`config.mk`:
```
export PLATFORM = sky130hd
export DESIGN_NAME = emb_bus_if
export DESIGN_NICKNAME = d
export VERILOG_FILES = /design/src/design/emb_pkg.sv /design/src/design/emb_bus_if.sv /design/src/design/emb_decode.sv
export SDC_FILE = /design/constraint.sdc
export NUM_CORES = 1
export LEC_CHECK = 0
export ABC_AREA = 1
export BUFFER_PORTS_ARGS = -buffer_cell sky130_fd_sc_hd__buf_4
export CORE_MARGIN = 2
export CORE_UTILIZATION = 48
export CTS_BUF_LIST = sky130_fd_sc_hd__clkbuf_4 sky130_fd_sc_hd__clkbuf_8
export DETAILED_ROUTE_END_ITERATION = 10
export PLACE_DENSITY = 0.78
export SYNTH_ARGS = -nofsm -noshare
export SYNTH_HDL_FRONTEND = slang
export SYNTH_SLANG_ARGS = --single-unit
```
`constraint.sdc`:
```
create_clock -name clk -period 1.4 [get_ports clk]
set_input_delay 0.21 -clock clk [delete_from_list [all_inputs] [get_ports clk]]
set_output_delay 0.21 -clock clk [all_outputs]
set_load 0.02 [all_outputs]
```
`src/design/emb_pkg.sv`:
```
// Package of constants and carrier types for the external memory bus interface
package emb_pkg;
  localparam int          EMB_ADDR_W        = 25;
  localparam int          EMB_DATA_W        = 16;
  localparam int          EMB_ROW_W         = 13;
  localparam int          EMB_COL_W         = 10;
  localparam int          EMB_PIN_ADDR_HI   = 23;
  localparam int          EMB_PIN_ADDR_LO   = 1;
  localparam int          EMB_BIT_SHARED    = 20;
  localparam int          EMB_BIT_EXTRA     = 24;
  localparam logic [25:0] EMB_SDRAM_LIMIT   = 26'h2000000;
  localparam logic [24:0] EMB_SDRAM_BASE    = 25'h0000000;
  localparam logic [24:0] EMB_BOOT_BASE     = 25'h1000000;
  localparam logic [24:0] EMB_SECOND_BASE   = 25'h1400000;
  localparam logic [24:0] EMB_ISA_BASE      = 25'h1800000;
  localparam logic [24:0] EMB_ALT_BASE      = 25'h1C00000;
  localparam int          EMB_REGION_SHIFT  = 22;
  localparam int          EMB_CLK_MHZ       = 40;
  localparam int          EMB_ASYNC_NS      = 75;
  localparam int          EMB_ASYNC_CYC     = (EMB_ASYNC_NS * EMB_CLK_MHZ + 999) / 1000;
  localparam int          EMB_ISA_MIN_NS    = 100;
  localparam int          EMB_ISA_MIN_CYC   = (EMB_ISA_MIN_NS * EMB_CLK_MHZ + 999) / 1000;
  localparam int          EMB_CAS_LAT       = 2;
  localparam int          EMB_CNT_W         = 4;
  localparam logic [3:0]  EMB_CMD_NOP       = 4'h7;

  typedef enum logic [2:0] {
    EMB_TGT_DEFAULT,
    EMB_TGT_SDRAM,
    EMB_TGT_BOOT,
    EMB_TGT_SECOND,
    EMB_TGT_ISA,
    EMB_TGT_ALT
  } emb_target_type;

  typedef struct packed {
    logic                  write;
    logic [1:0]            size;
    logic [EMB_ADDR_W-1:0] addr;
    logic [EMB_DATA_W-1:0] wdata;
  } emb_req_type;

  typedef struct packed {
    logic boot_n;
    logic second_n;
    logic isa_n;
    logic sdram_n;
  } emb_sel_type;
endpackage : emb_pkg

```
`src/design/emb_bus_if.sv`:
```
// External slave bus engine: SDRAM, chip selects, ISA strobes and buffer steering
`timescale 1ns/100ps
module emb_bus_if
  import emb_pkg::*;
#(
  parameter int ASYNC_CYC = EMB_ASYNC_CYC,
  parameter int ISA_CYC   = EMB_ISA_MIN_CYC
)
(
  input  wire logic                  clk,
  input  wire logic                  rst_n,
  input  wire logic                  boot_internal,
  input  wire logic                  req_valid,
  input  wire emb_req_type           req,
  output logic                       req_ready,
  output logic                       done,
  output logic [EMB_DATA_W-1:0]      rdata,
  output logic                       rom_select,
  output logic [EMB_PIN_ADDR_HI:EMB_PIN_ADDR_LO] addr_pins,
  output logic                       read_write,
  output logic                       output_en_n,
  input  wire logic [EMB_DATA_W-1:0] data_in,
  output logic [EMB_DATA_W-1:0]      data_out,
  output logic                       data_oe,
  output logic                       sdram_row_strobe_n,
  output logic                       sdram_col_strobe_n,
  output logic                       sdram_write_en_n,
  output logic                       sdram_chip_en_n,
  output logic                       sdram_upper_mask,
  output logic                       sdram_lower_mask,
  output logic                       bus_clock_en,
  output logic                       boot_select_n,
  output logic                       second_select_n,
  output logic                       isa_select_n,
  output logic                       isa_read_strobe_n,
  output logic                       isa_write_strobe_n,
  input  wire logic                  isa_ready_in,
  output logic                       buffer_enable_one,
  output logic                       buffer_enable_two
);
  typedef enum logic [3:0] {
    ST_IDLE, ST_ADDR, ST_ROW, ST_COL, ST_CAS, ST_ASYNC, ST_ISA, ST_ISA_WAIT, ST_END
  } emb_state_type;

  emb_state_type            state_reg;
  emb_target_type           target;
  emb_target_type           tgt_reg;
  emb_req_type              req_reg;
  logic [EMB_CNT_W-1:0]     cnt_reg;
  logic                     ready_meta_reg;
  logic                     ready_sync_reg;
  logic                     boot_meta_reg;
  logic                     boot_mode_reg;
  logic                     cs_act;

  // Phases in which a chip-select target is being addressed
  assign cs_act = state_reg == ST_ASYNC || state_reg == ST_ISA || state_reg == ST_ISA_WAIT ||
                  (state_reg == ST_ADDR && tgt_reg != EMB_TGT_SDRAM);

  emb_decode u_decode (
    .addr          (req.addr),
    .boot_internal (boot_mode_reg),
    .target        (target)
  );

  function automatic logic [1:0] emb_masks(input logic [1:0] size, input logic a0);
    // Byte operand masks the unused lane; wider operands enable both
    if (size == 2'h0) begin
      emb_masks = a0 ? 2'h2 : 2'h1;
    end else begin
      emb_masks = 2'h0;
    end
  endfunction : emb_masks

  function automatic logic [EMB_PIN_ADDR_HI:EMB_PIN_ADDR_LO] emb_pin_addr(
    input logic [EMB_ADDR_W-1:0] a, input logic sd);
    logic [EMB_PIN_ADDR_HI:EMB_PIN_ADDR_LO] p;
    p = a[EMB_PIN_ADDR_HI:EMB_PIN_ADDR_LO];
    if (sd) begin
      p[EMB_BIT_SHARED] = a[EMB_BIT_EXTRA];
    end
    emb_pin_addr = p;
  endfunction : emb_pin_addr

  // Boot strap synchronised, then captured only while idle
  always_ff @(posedge clk or negedge rst_n) begin
    if (!rst_n) begin
      boot_meta_reg <= 1'b0;
      boot_mode_reg <= 1'b0;
    end else begin
      boot_meta_reg <= boot_internal;
      if (state_reg == ST_IDLE && !req_valid) begin
        boot_mode_reg <= boot_meta_reg;
      end
    end
  end

  // Ready input synchroniser
  always_ff @(posedge clk or negedge rst_n) begin
    if (!rst_n) begin
      ready_meta_reg <= 1'b1;
      ready_sync_reg <= 1'b1;
    end else begin
      ready_meta_reg <= isa_ready_in;
      ready_sync_reg <= ready_meta_reg;
    end
  end

  // Sequencer
  always_ff @(posedge clk or negedge rst_n) begin
    if (!rst_n) begin
      state_reg <= ST_IDLE;
      tgt_reg   <= EMB_TGT_DEFAULT;
      req_reg   <= '0;
      cnt_reg   <= '0;
    end else begin
      case (state_reg)
        ST_IDLE: begin
          if (req_valid) begin
            req_reg   <= req;
            tgt_reg   <= target;
            state_reg <= ST_ADDR;
          end
        end
        ST_ADDR: begin
          cnt_reg <= '0;
          case (tgt_reg)
            EMB_TGT_SDRAM: state_reg <= ST_ROW;
            EMB_TGT_ISA:   state_reg <= ST_ISA;
            default:       state_reg <= ST_ASYNC;
          endcase
        end
        ST_ROW: state_reg <= ST_COL;
        ST_COL: begin
          cnt_reg   <= '0;
          state_reg <= req_reg.write ? ST_END : ST_CAS;
        end
        ST_CAS: begin
          cnt_reg <= cnt_reg + 1'b1;
          if (cnt_reg == EMB_CNT_W'(EMB_CAS_LAT - 1)) begin
            state_reg <= ST_END;
          end
        end
        ST_ASYNC: begin
          cnt_reg <= cnt_reg + 1'b1;
          if (cnt_reg == EMB_CNT_W'(ASYNC_CYC - 1)) begin
            state_reg <= ST_END;
          end
        end
        ST_ISA: begin
          cnt_reg <= cnt_reg + 1'b1;
          if (cnt_reg == EMB_CNT_W'(ISA_CYC - 1)) begin
            state_reg <= ST_ISA_WAIT;
          end
        end
        ST_ISA_WAIT: begin
          if (ready_sync_reg) begin
            state_reg <= ST_END;
          end
        end
        ST_END:  state_reg <= ST_IDLE;
        default: state_reg <= ST_IDLE;
      endcase
    end
  end

  // Read data capture and completion
  always_ff @(posedge clk or negedge rst_n) begin
    if (!rst_n) begin
      rdata <= '0;
      done  <= 1'b0;
    end else begin
      done <= 1'b0;
      if (!req_reg.write && ((state_reg == ST_CAS && cnt_reg == EMB_CNT_W'(EMB_CAS_LAT - 1)) ||
          (state_reg == ST_ASYNC && cnt_reg == EMB_CNT_W'(ASYNC_CYC - 1)) ||
          (state_reg == ST_ISA_WAIT && ready_sync_reg))) begin
        rdata <= data_in;
      end
      if (state_reg == ST_END) begin
        done <= 1'b1;
      end
    end
  end

  // Address, direction and data drive
  always_ff @(posedge clk or negedge rst_n) begin
    if (!rst_n) begin
      req_ready   <= 1'b0;
      addr_pins   <= '0;
      read_write  <= 1'b1;
      output_en_n <= 1'b1;
      data_out    <= '0;
      data_oe     <= 1'b0;
    end else begin
      req_ready <= (state_reg == ST_IDLE) && !req_valid;
      if (state_reg == ST_IDLE && req_valid) begin
        addr_pins  <= emb_pin_addr(req.addr, target == EMB_TGT_SDRAM);
        read_write <= !req.write;
      end else if (state_reg == ST_ROW) begin
        addr_pins <= (EMB_PIN_ADDR_HI - EMB_PIN_ADDR_LO + 1)'(
                     req_reg.addr[EMB_COL_W:EMB_PIN_ADDR_LO]);
      end else if (state_reg == ST_END) begin
        read_write <= 1'b1;
      end
      output_en_n <= !(!req_reg.write && (state_reg == ST_ASYNC || state_reg == ST_ISA ||
                       state_reg == ST_ISA_WAIT));
      data_out    <= req_reg.wdata;
      data_oe     <= req_reg.write && state_reg != ST_IDLE && state_reg != ST_END &&
                     state_reg != ST_ADDR;
    end
  end

  // SDRAM command pins
  always_ff @(posedge clk or negedge rst_n) begin
    if (!rst_n) begin
      {sdram_chip_en_n, sdram_row_strobe_n, sdram_col_strobe_n, sdram_write_en_n} <= EMB_CMD_NOP;
      sdram_upper_mask <= 1'b1;
      sdram_lower_mask <= 1'b1;
      bus_clock_en     <= 1'b0;
    end else begin
      bus_clock_en       <= 1'b1;
      sdram_chip_en_n    <= !(state_reg == ST_ADDR && tgt_reg == EMB_TGT_SDRAM) &&
                            state_reg != ST_ROW;
      sdram_row_strobe_n <= !(state_reg == ST_ADDR && tgt_reg == EMB_TGT_SDRAM);
      sdram_col_strobe_n <= state_reg != ST_ROW;
      sdram_write_en_n   <= !(state_reg == ST_ROW && req_reg.write);
      {sdram_upper_mask, sdram_lower_mask} <= (tgt_reg == EMB_TGT_SDRAM &&
        state_reg != ST_IDLE) ? emb_masks(req_reg.size, req_reg.addr[0]) : 2'h3;
    end
  end

  // Chip selects, ISA strobes and internal ROM select
  always_ff @(posedge clk or negedge rst_n) begin
    if (!rst_n) begin
      boot_select_n      <= 1'b1;
      second_select_n    <= 1'b1;
      isa_select_n       <= 1'b1;
      isa_read_strobe_n  <= 1'b1;
      isa_write_strobe_n <= 1'b1;
      rom_select         <= 1'b0;
    end else begin
      // Pin shows boot select or, in internal boot, the alternate select
      boot_select_n      <= !(cs_act && (tgt_reg == EMB_TGT_BOOT ||
                              tgt_reg == EMB_TGT_ALT));
      rom_select         <= cs_act && boot_mode_reg &&
                            req_reg.addr[EMB_ADDR_W-1:EMB_REGION_SHIFT] ==
                            EMB_BOOT_BASE[EMB_ADDR_W-1:EMB_REGION_SHIFT];
      second_select_n    <= !(cs_act && tgt_reg == EMB_TGT_SECOND);
      isa_select_n       <= !(cs_act && tgt_reg == EMB_TGT_ISA);
      isa_read_strobe_n  <= !((state_reg == ST_ISA || (state_reg == ST_ISA_WAIT &&
                              !ready_sync_reg)) && !req_reg.write);
      isa_write_strobe_n <= !((state_reg == ST_ISA || (state_reg == ST_ISA_WAIT &&
                              !ready_sync_reg)) && req_reg.write);
    end
  end

  // Bus buffer steering
  always_ff @(posedge clk or negedge rst_n) begin
    if (!rst_n) begin
      buffer_enable_one <= 1'b0;
      buffer_enable_two <= 1'b0;
    end else begin
      buffer_enable_one <= (state_reg == ST_ASYNC) &&
                           (tgt_reg == EMB_TGT_BOOT || tgt_reg == EMB_TGT_SECOND ||
                            tgt_reg == EMB_TGT_ALT);
      buffer_enable_two <= (state_reg == ST_ISA || state_reg == ST_ISA_WAIT);
    end
  end
endmodule : emb_bus_if

```
`src/design/emb_decode.sv`:
```
// Address decoder choosing the target of an external access
`timescale 1ns/100ps
module emb_decode
  import emb_pkg::*;
(
  input  wire logic [EMB_ADDR_W-1:0] addr,
  input  wire logic                  boot_internal,
  output emb_target_type             target
);
  logic [2:0] region;
  always_comb begin
    region = 3'(addr >> EMB_REGION_SHIFT);
    target = EMB_TGT_DEFAULT;
    if ({1'b0, addr} < EMB_SDRAM_LIMIT &&
        addr[EMB_ADDR_W-1] == EMB_SDRAM_BASE[EMB_ADDR_W-1]) begin
      target = EMB_TGT_SDRAM;
    end else begin
      case (region)
        3'(EMB_BOOT_BASE >> EMB_REGION_SHIFT):   target = boot_internal ? EMB_TGT_DEFAULT
                                                                        : EMB_TGT_BOOT;
        3'(EMB_SECOND_BASE >> EMB_REGION_SHIFT): target = EMB_TGT_SECOND;
        3'(EMB_ISA_BASE >> EMB_REGION_SHIFT):    target = EMB_TGT_ISA;
        3'(EMB_ALT_BASE >> EMB_REGION_SHIFT):    target = boot_internal ? EMB_TGT_ALT
                                                                        : EMB_TGT_DEFAULT;
        default:                                 target = EMB_TGT_DEFAULT;
      endcase
    end
  end
endmodule : emb_decode

```
=== Word-level counts from Yosys, hierarchy flattened ===
Index checks and enable logic that the tools add are counted.

* Input bits: 65
* Bits in registers: 134
* Word-level logic and storage cells: 147

* $add $sub $neg: 1
* Reductions and logical operators: 57
* Mux-type cells: 23
* Eq/ne operators: 32

{| class="wikitable"
|+ Operators with widths
! cell !! number
|-
| 2-to-1 mux 23 bit || 2
|-
| case mux 4 bit (8 select lines) || 1
|-
| logical AND 1 bit || 24
|-
| 2-to-1 mux 4 bit || 6
|-
| == test 3 bit (second input constant) || 7
|-
| == test 4 x 2 -> 1 bit (second input constant) || 4
|-
| == test 4 x 3 -> 1 bit (second input constant) || 4
|-
| logical NOT 1 bit || 12
|-
| case mux 3 bit (4 select lines) || 1
|-
| logical OR 1 bit || 10
|-
| != test 2 bit (second input constant) || 5
|-
| == test 4 x 1 -> 1 bit (second input constant) || 2
|-
| 2-to-1 mux 2 bit || 4
|-
| case mux 4 bit (2 select lines) || 1
|-
| == test 3 x 1 -> 1 bit (second input constant) || 2
|-
| == test 3 x 2 -> 1 bit (second input constant) || 2
|-
| 2-to-1 mux 3 bit || 2
|-
| case mux 3 bit (2 select lines) || 1
|-
| nonzero test 2 bit || 3
|-
| 2-to-1 mux 1 bit || 5
|-
| AND reduction 5 bit || 1
|-
| adder 4 x 1 -> 4 bit (second input constant) || 1
|-
| == test 4 bit (second input constant) || 1
|-
| logical NOT 4 bit || 1
|-
| 10 further kinds || 11
|}

=== Depth between registers and ports, before layout ===
Gate-level depths: netlist (run 1).

* Depth in word-level cells: 6
* Mapped depth: 10
* Mapped depth without buffers: 9

=== Modules after synthesis ===
Synthesis (run 1) repeated with hierarchy kept, for this count alone.

* Cells, all modules: 496
* Area, all modules: 4760.8 um^2

{| class="wikitable"
|+ By module, submodules not included
! module !! area each (um^2) !! cells each !! times used
|-
| emb_bus_if || 4713.3 || 486 || 1
|-
| emb_decode || 47.5 || 10 || 1
|}

=== Worst setup path after synthesis (run 1) ===
Ideal clock, no wire load.

* Path kind: reg-to-reg
* Start point: register cnt_reg[0]
* End point: register rdata[10]
* Stages on the path, launching flop included: 11
* Buffers on the path: 1
* Slack: 0.006 ns
* Required time: 1.283 ns
* Arrival: 1.277 ns
* Setup time: 0.117 ns
* Clock period less this slack: 1.394 ns
* Cells stage by stage: dfrtp_1 -> inv_1 -> ha_1 -> inv_1 -> nor2_1 -> nand2_1 -> nand3_2 -> nand2_4 -> buf_6 -> nand2_1 -> nand2_1

* Word-level cells in the longest chain between the ends: 5

{| class="wikitable"
|+ RTL lines
! what !! line !! source
|-
| start: declaration || emb_bus_if.sv:49 || <nowiki>logic [EMB_CNT_W-1:0] cnt_reg;</nowiki>
|-
| start signal: assignment || emb_bus_if.sv:139 || <nowiki>cnt_reg <= cnt_reg + 1'b1;</nowiki>
|-
| start signal: assignment || emb_bus_if.sv:145 || <nowiki>cnt_reg <= cnt_reg + 1'b1;</nowiki>
|-
| start signal: assignment || emb_bus_if.sv:151 || <nowiki>cnt_reg <= cnt_reg + 1'b1;</nowiki>
|-
| == test 4 x 1 -> 1 bit or == test 4 x 2 -> 1 bit (tied branches) || emb_bus_if.sv:174, emb_bus_if.sv:175 ||
|-
| logical AND 1 bit, on equally long branches || emb_bus_if.sv:174, emb_bus_if.sv:175 ||
|-
| logical OR 1 bit (*) || emb_bus_if.sv:174 || <nowiki>if (!req_reg.write && ((state_reg == ST_CAS && cnt_reg == EMB_CNT_W'(EMB_CAS_LAT - 1)) ||</nowiki>
|-
| logical OR 1 bit (*) || emb_bus_if.sv:175 || <nowiki>(state_reg == ST_ASYNC && cnt_reg == EMB_CNT_W'(ASYNC_CYC - 1)) ||</nowiki>
|-
| logical AND 1 bit (*) || emb_bus_if.sv:174 ||
|-
| end signal: assignment || emb_bus_if.sv:177 || <nowiki>rdata <= data_in;</nowiki>
|-
| end: declaration || emb_bus_if.sv:17 || <nowiki>output logic [EMB_DATA_W-1:0] rdata,</nowiki>
|}

Every way passes the cells marked *; elsewhere a longest branch is shown, timed or not.
A chain may end at the register's enable or synchronous reset.

=== Final worst setup path (run 1) ===
* Start point: register cnt_reg[0]
* End point: register rdata[8]

The elaborated chain is that of the path after synthesis.

==> impl_results.md, run 1 <==
* Sequential cell area fraction in the yosys report at 65.8%
* Routed WL at 13200 um
* Starting Density at 48.8%
* Placed Area at 6220 um^2
* Number of global-route vias before repair at 4169
* Max_cap viols at 0
* Largest net degree at the start of global routing at 69
* Final period utilization at 112%
* Post-Place Worst Slack at -0.152 ns
* DRC at 0
* WL/cell at 14.8 um
* Initial DRC Count at 180
* Number of synthesized register bits at 123
* Startpoint Class: register
* Syn_area_per_cell at 9.46 um^2
* Final Max Tran Viols at 0
* Share of layout cells above drive strength 1 at 41.8%
* Status: finished, violations left
* Antenna violations before repair at 0
* P_int at 10.7 mW
* Share of total power in the clock network at 19.1%
* Critical path's slowest cell: dfrtp_2
* Non-Filler Instances at 892
* Design area at 7600 um^2
* First-pass GRT wire length at 19500 um
* GPL Wtd Cong at 1.01
* Final hold vios at 0
* Hold Crit Class: input pin to register
* DR pass1 iterations at 4
* Setup TNS at -2.59 ns
* Crit end category: register
* Final core occ at 78.9%
* Max clock buf depth at 2
* Fin worst setup slack at -0.167 ns
* Tot GR Track Use at 24.6%
* # IOs at 140
* Post-Syn Instances at 497
* CTS Root Cell: clkbuf_8
* Port Buffers at 139
* Setup violators final at 47
* EDFF count, synth at 0
* Area of the mapped netlist at 4700 um^2
* Maximum VDD drop at 1260 uV
* Max reg flops at 33
* Sw frac at 38.9%
* H-tree levels at 4
* Vias/cell at 4.79
* Synth Net Count at 565
* Setup CP Type: register to register
* Dpl hpwl at 7870 um
* Critical path data arrival time at 1.88 ns
* Worst skew pair latency at 0.43 ns
* Rows at 36
* Failing checks: negative setup slack
* Flop pwr share at 34.2%
* Post-synthesis async set-or-reset flop share at 100%
* Synth unique cells at 29
* Worst path cell trace: inv_2 > ha_4 > inv_2 > nor2_4 > nand2_2 > nand3_4 > nand2_4 > nand2_1 > nand2_1
* Fmax at 638 MHz
* Total Power at 17.5 mW
* Clk pin slew, worst setup/hold paths at 0.07 ns
* Hold Slack at 0.0134 ns
* CTS tree: built
* Area grow syn2layout at 61.7%
* N_diodes at 0
* Nets at 814
* Final ANT Viol Nets at 0
* Total congestion overflow at 0
* Synth Flop Type: dfrtp_1
* Worst path required time at 1.72 ns
* Worst Path Max Fanout at 8
* Vert. Die Dim at 103 um
* CTS Buf Count at 17
* Post-route clock skew at 0.00736 ns
* Die width at 103 um
* NetSw at 6.80 mW
* RSZ-0062 raised after global routing: true
* Core ar. at 9640 um^2
* Dpl cells at 796
* Leakage at 3.95 nW
* Final min period at 1.57 ns
* Worst path max stage delay at 0.45 ns
* Vias at 4274
* Pwr dens at 2300 nW/um^2
* Ys Warns at 0
* Die area at 10600 um^2
* # clock sinks at 123
* Combinational group share of total power at 46.7%
[area by class of cell]
cell class                 instances  area [um^2]
clock buffer                      24          312
timing repair buffer             243         2120
inverter                          33          131
multi-input combinational        328         1650
clock inverter                     8          115
sequential                       123         3100
tap                              133          166
fill                             604         2040
[kinds of logic after synthesis]
family                   Yosys count  share of synthesized area (%)
AO/OA/AOI/OAI                     22                           2.69
AND/OR/NAND/NOR                  299                           25.8
other                              1                         0.0798
adder cells (fa/ha/maj)            3                          0.798
flip-flops                       123                           65.8
buffers and inverters             47                           4.39
XOR/XNOR                           2                          0.373
[cells in the mapped netlist, types with 2 or more instances]
master,instances,area (um^2)
inv_1,28,105
dfrtp_1,109,2730
inv_2,5,18.8
nand3_1,31,155
buf_4,4,30.0
nor2_4,3,33.8
dfstp_2,14,368
o21ai_0,12,60.1
buf_2,6,30.0
nor3_1,4,20.0
nor2_2,2,12.5
nand2_2,2,12.5
nor2_1,21,78.8
nand2_1,233,875
clkbuf_1,2,7.51
o22ai_1,6,37.5
ha_1,3,37.5
[worst paths after layout]
path | slack (ns) | depth (start not counted) | startpoint | endpoint
max | -0.17 | 9 | cnt_reg[0] | rdata[8]
min reg2reg | 0.36 | 0 | ready_meta_reg | ready_sync_reg
max in group asynchronous | 0.71 | 3 | rst_n | sdram_lower_mask
min | 0.01 | 3 | data_in[7] | rdata[7]
max reg2reg | -0.17 | 9 | cnt_reg[0] | rdata[8]
min in group asynchronous | 0.34 | 3 | rst_n | cnt_reg[3]
[critical path: cells and delay by family (launching register included)]
kind / cells / cell delay [ns]
flip-flops: 1 / 0.45
AND/OR/NAND/NOR: 6 / 0.72
adder cells (fa/ha/maj): 1 / 0.13
buffers and inverters: 2 / 0.14
[metal layers]
layer | part of all wire (%) | vias up | wire, um | track usage (%)
li1 | - | 2044 | - | -
met1 | 40 | 2048 | 5260 | 29.2
met2 | 52 | 150 | 6870 | 41.6
met3 | 5.8 | 32 | 764 | 7.53
met4 | 2.2 | 0 | 289 | 10.4
met5 | 0 | - | 0 | 0
[what timing repair did]
item / in CTS / in global routing
pin swaps: 11 / 19
buffers inserted: 9 / 5
resized for setup: 36 / 50
endpoints found under the hold margin: 156 / 1
cloned: 1 / 1
hold buffers: 48 / 1
endpoints found under the setup margin: 61 / 87
[cell usage in the layout, fill, tap and decap left out, types with 2 or more instances in the layout]
cell type / instances
buf_12: 12
nand2_2: 20
dlygate4sd3_1: 49
dfstp_2: 14
nor2_4: 8
nand2_1: 215
clkbuf_4: 3
o21ai_0: 9
buf_4: 179
nand3_1: 13
clkinv_2: 5
dfrtp_2: 6
o21ai_2: 2
dfrtp_1: 103
nor2_1: 13
nor2_2: 5
bufinv_16: 3
nor3_1: 4
buf_6: 2
ha_4: 2
inv_2: 10
nand3_2: 18
inv_1: 22
o22ai_1: 5
clkbuf_8: 21
[power by group through the flow]
stage          combinational [mW]  sequential (mW)  clock, mW
5_1_grt                      8.81             6.10       3.57
2_1_floorplan                2.67             6.89          0
3_5_place_dp                 6.86             5.92          0
4_1_cts                      7.54             5.91       3.38
6_report                     8.16             5.96       3.34
3_3_place_gp                 6.67             5.86          0
(Power assumes the default switching activity.)
==> inputs of run 2 (changes only) <==
- REMOVE_ABC_BUFFERS: unset -> 1
==> impl_results.md, run 2 (synthesis gave the netlist of run 1 again) <==
* Area grow syn2layout at 66.5%
* Worst Reg-to-Reg Cells at 8
* N_diodes at 0
* Antenna violations before repair at 0
* Setup violators final at 58
* Clk pin slew, worst setup/hold paths at 0.07 ns
* Non-Filler Instances at 894
* Post-route clock skew at 0.00768 ns
* First-pass GRT wire length at 19500 um
* Final period utilization at 106%
* Rows at 36
* Final hold vios at 0
* Dpl cells at 793
* Sequential Area at 3100 um^2
* Failing checks: negative setup slack
* Routed WL at 14500 um
* Tot GR Track Use at 24.0%
* Final ANT Viol Nets at 0
* Worst path max stage delay at 0.43 ns
* WHS Path Cells at 3
* # clock sinks at 123
* Max reg flops at 33
* Most frequent CP cell: nand2_1
* Fin worst setup slack at -0.0828 ns
* Vias at 4541
* Number of global-route vias before repair at 4305
* Area of the multi-input gates at 1750 um^2
* Critical path's slowest cell: dfrtp_1
* Core ar. at 9640 um^2
* Critical path data arrival time at 1.79 ns
* CTS Root Cell: clkbuf_8
* Vias/cell at 5.08
* Final min period at 1.48 ns
* Leakage at 4.06 nW
* Share of layout cells above drive strength 1 at 45.3%
* Vert. Die Dim at 103 um
* Port Buffers at 139
* Max clock buf depth at 2
* WL/cell at 16.2 um
* Total Power at 18.6 mW
* Worst path cell trace: buf_6 > nor2_2 > nand2_2 > inv_2 > nor2_4 > buf_8 > nand2_1 > nand2_1
* Startpoint Class: register
* Starting Density at 48.8%
* Status: finished, violations left
* Maximum VDD drop at 1320 uV
* # IOs at 140
* Die area at 10600 um^2
* Commonest non-fill, non-tap cells in the layout: nand2_1 (184), buf_4 (173), dfrtp_1 (107), dlygate4sd3_1 (47), nand2_2 (41)
* Fmax at 674 MHz
* DRC at 0
* Crit end category: register
* GPL Wtd Cong at 0.905
* Die width at 103 um
* Setup CP Type: register to register
* Dpl hpwl at 7800 um
* Largest net degree at the start of global routing at 46
* CTS tree: built
* Worst skew pair latency at 0.42 ns
* Worst Path Max Fanout at 12
* Initial DRC Count at 228
* RSZ-0062 raised after global routing: true
* Worst path required time at 1.71 ns
* Hold Crit Class: input pin to register
* Final Max Tran Viols at 0
* Nets at 816
* Final core occ at 81.2%
* Max_cap viols at 0
* Post-Place Worst Slack at -0.131 ns
* FILL cells at 543
* Pwr dens at 2380 nW/um^2
* Setup TNS at -1.94 ns
* DR pass1 iterations at 5
* CTS Buf Count at 17
* Commonest non-fill, non-tap cell in the layout: nand2_1
* Total congestion overflow at 0
* H-tree levels at 4
[run 2: cell types whose count changed in the layout (fill, tap and decap cells not counted), moves of 7 or more]
cell	previous run	this run
nand3_2	18	11
nand2_4	1	11
buf_6	2	11
nand2_1	215	184
nand2_2	20	41
[run 2: area by class of cell]
cell class                      instances  area share (%)
Sequential cell                       123            39.6
Timing Repair Buffer                  245            27.8
Multi-Input combinational cell        328            22.4
Clock buffer                           22            3.79
Clock inverter                         10            2.37
Tap cell                              133            2.13
Inverter                               33            1.95
[run 2: final timing paths]
check                                     from           endpoint  slack [ns]
min in group asynchronous                rst_n  buffer_enable_one        0.26
worst min-delay path                data_in[0]           rdata[0]        0.02
worst max register to register    state_reg[0]      addr_pins[13]       -0.08
max in group asynchronous                rst_n     ready_sync_reg        0.53
worst max-delay path              state_reg[0]      addr_pins[13]       -0.08
worst min register to register  ready_meta_reg     ready_sync_reg        0.36
[run 2: layer usage]
metal  up-vias  track usage (%)  part of all wire (%)
met5         -                0                     0
met4         0             10.1                   3.4
met3        49             7.46                   6.8
met2       219             40.5                    54
met1      2228             28.6                    36
li1       2045                -                     -
[run 2: where the power goes]
group / switching [mW] / internal [mW] / total, mW
clock: 1.39 / 2.34 / 3.73
combinational: 5.07 / 3.83 / 8.90
sequential: 0.889 / 5.11 / 6.00
total: 7.35 / 11.3 / 18.6
[run 2: through the flow]
stage / cell area [um^2] / hold slack [ns]
after global routing: 7830 / -0.00109
after detailed placement: 6190 / 0.150
after CTS: 7210 / 0.00215
after global placement: 6190 / 0.145
final: 7830 / 0.0202
after floorplan: 4620 / -0.0856
[run 2: timing repair]
item	CTS	global route
setup endpoints to repair	67	74
buffers inserted	4	13
hold endpoints to repair	61	6
pin swaps	4	36
gates cloned	1	4
gates resized for setup	18	124
hold buffers	41	6
[run 2: critical path: cells and delay by family (launching register included)]
kind | cells | cell delay, ns
buffers and inverters | 3 | 0.43
DFF | 1 | 0.43
and+or+nand+nor | 5 | 0.51
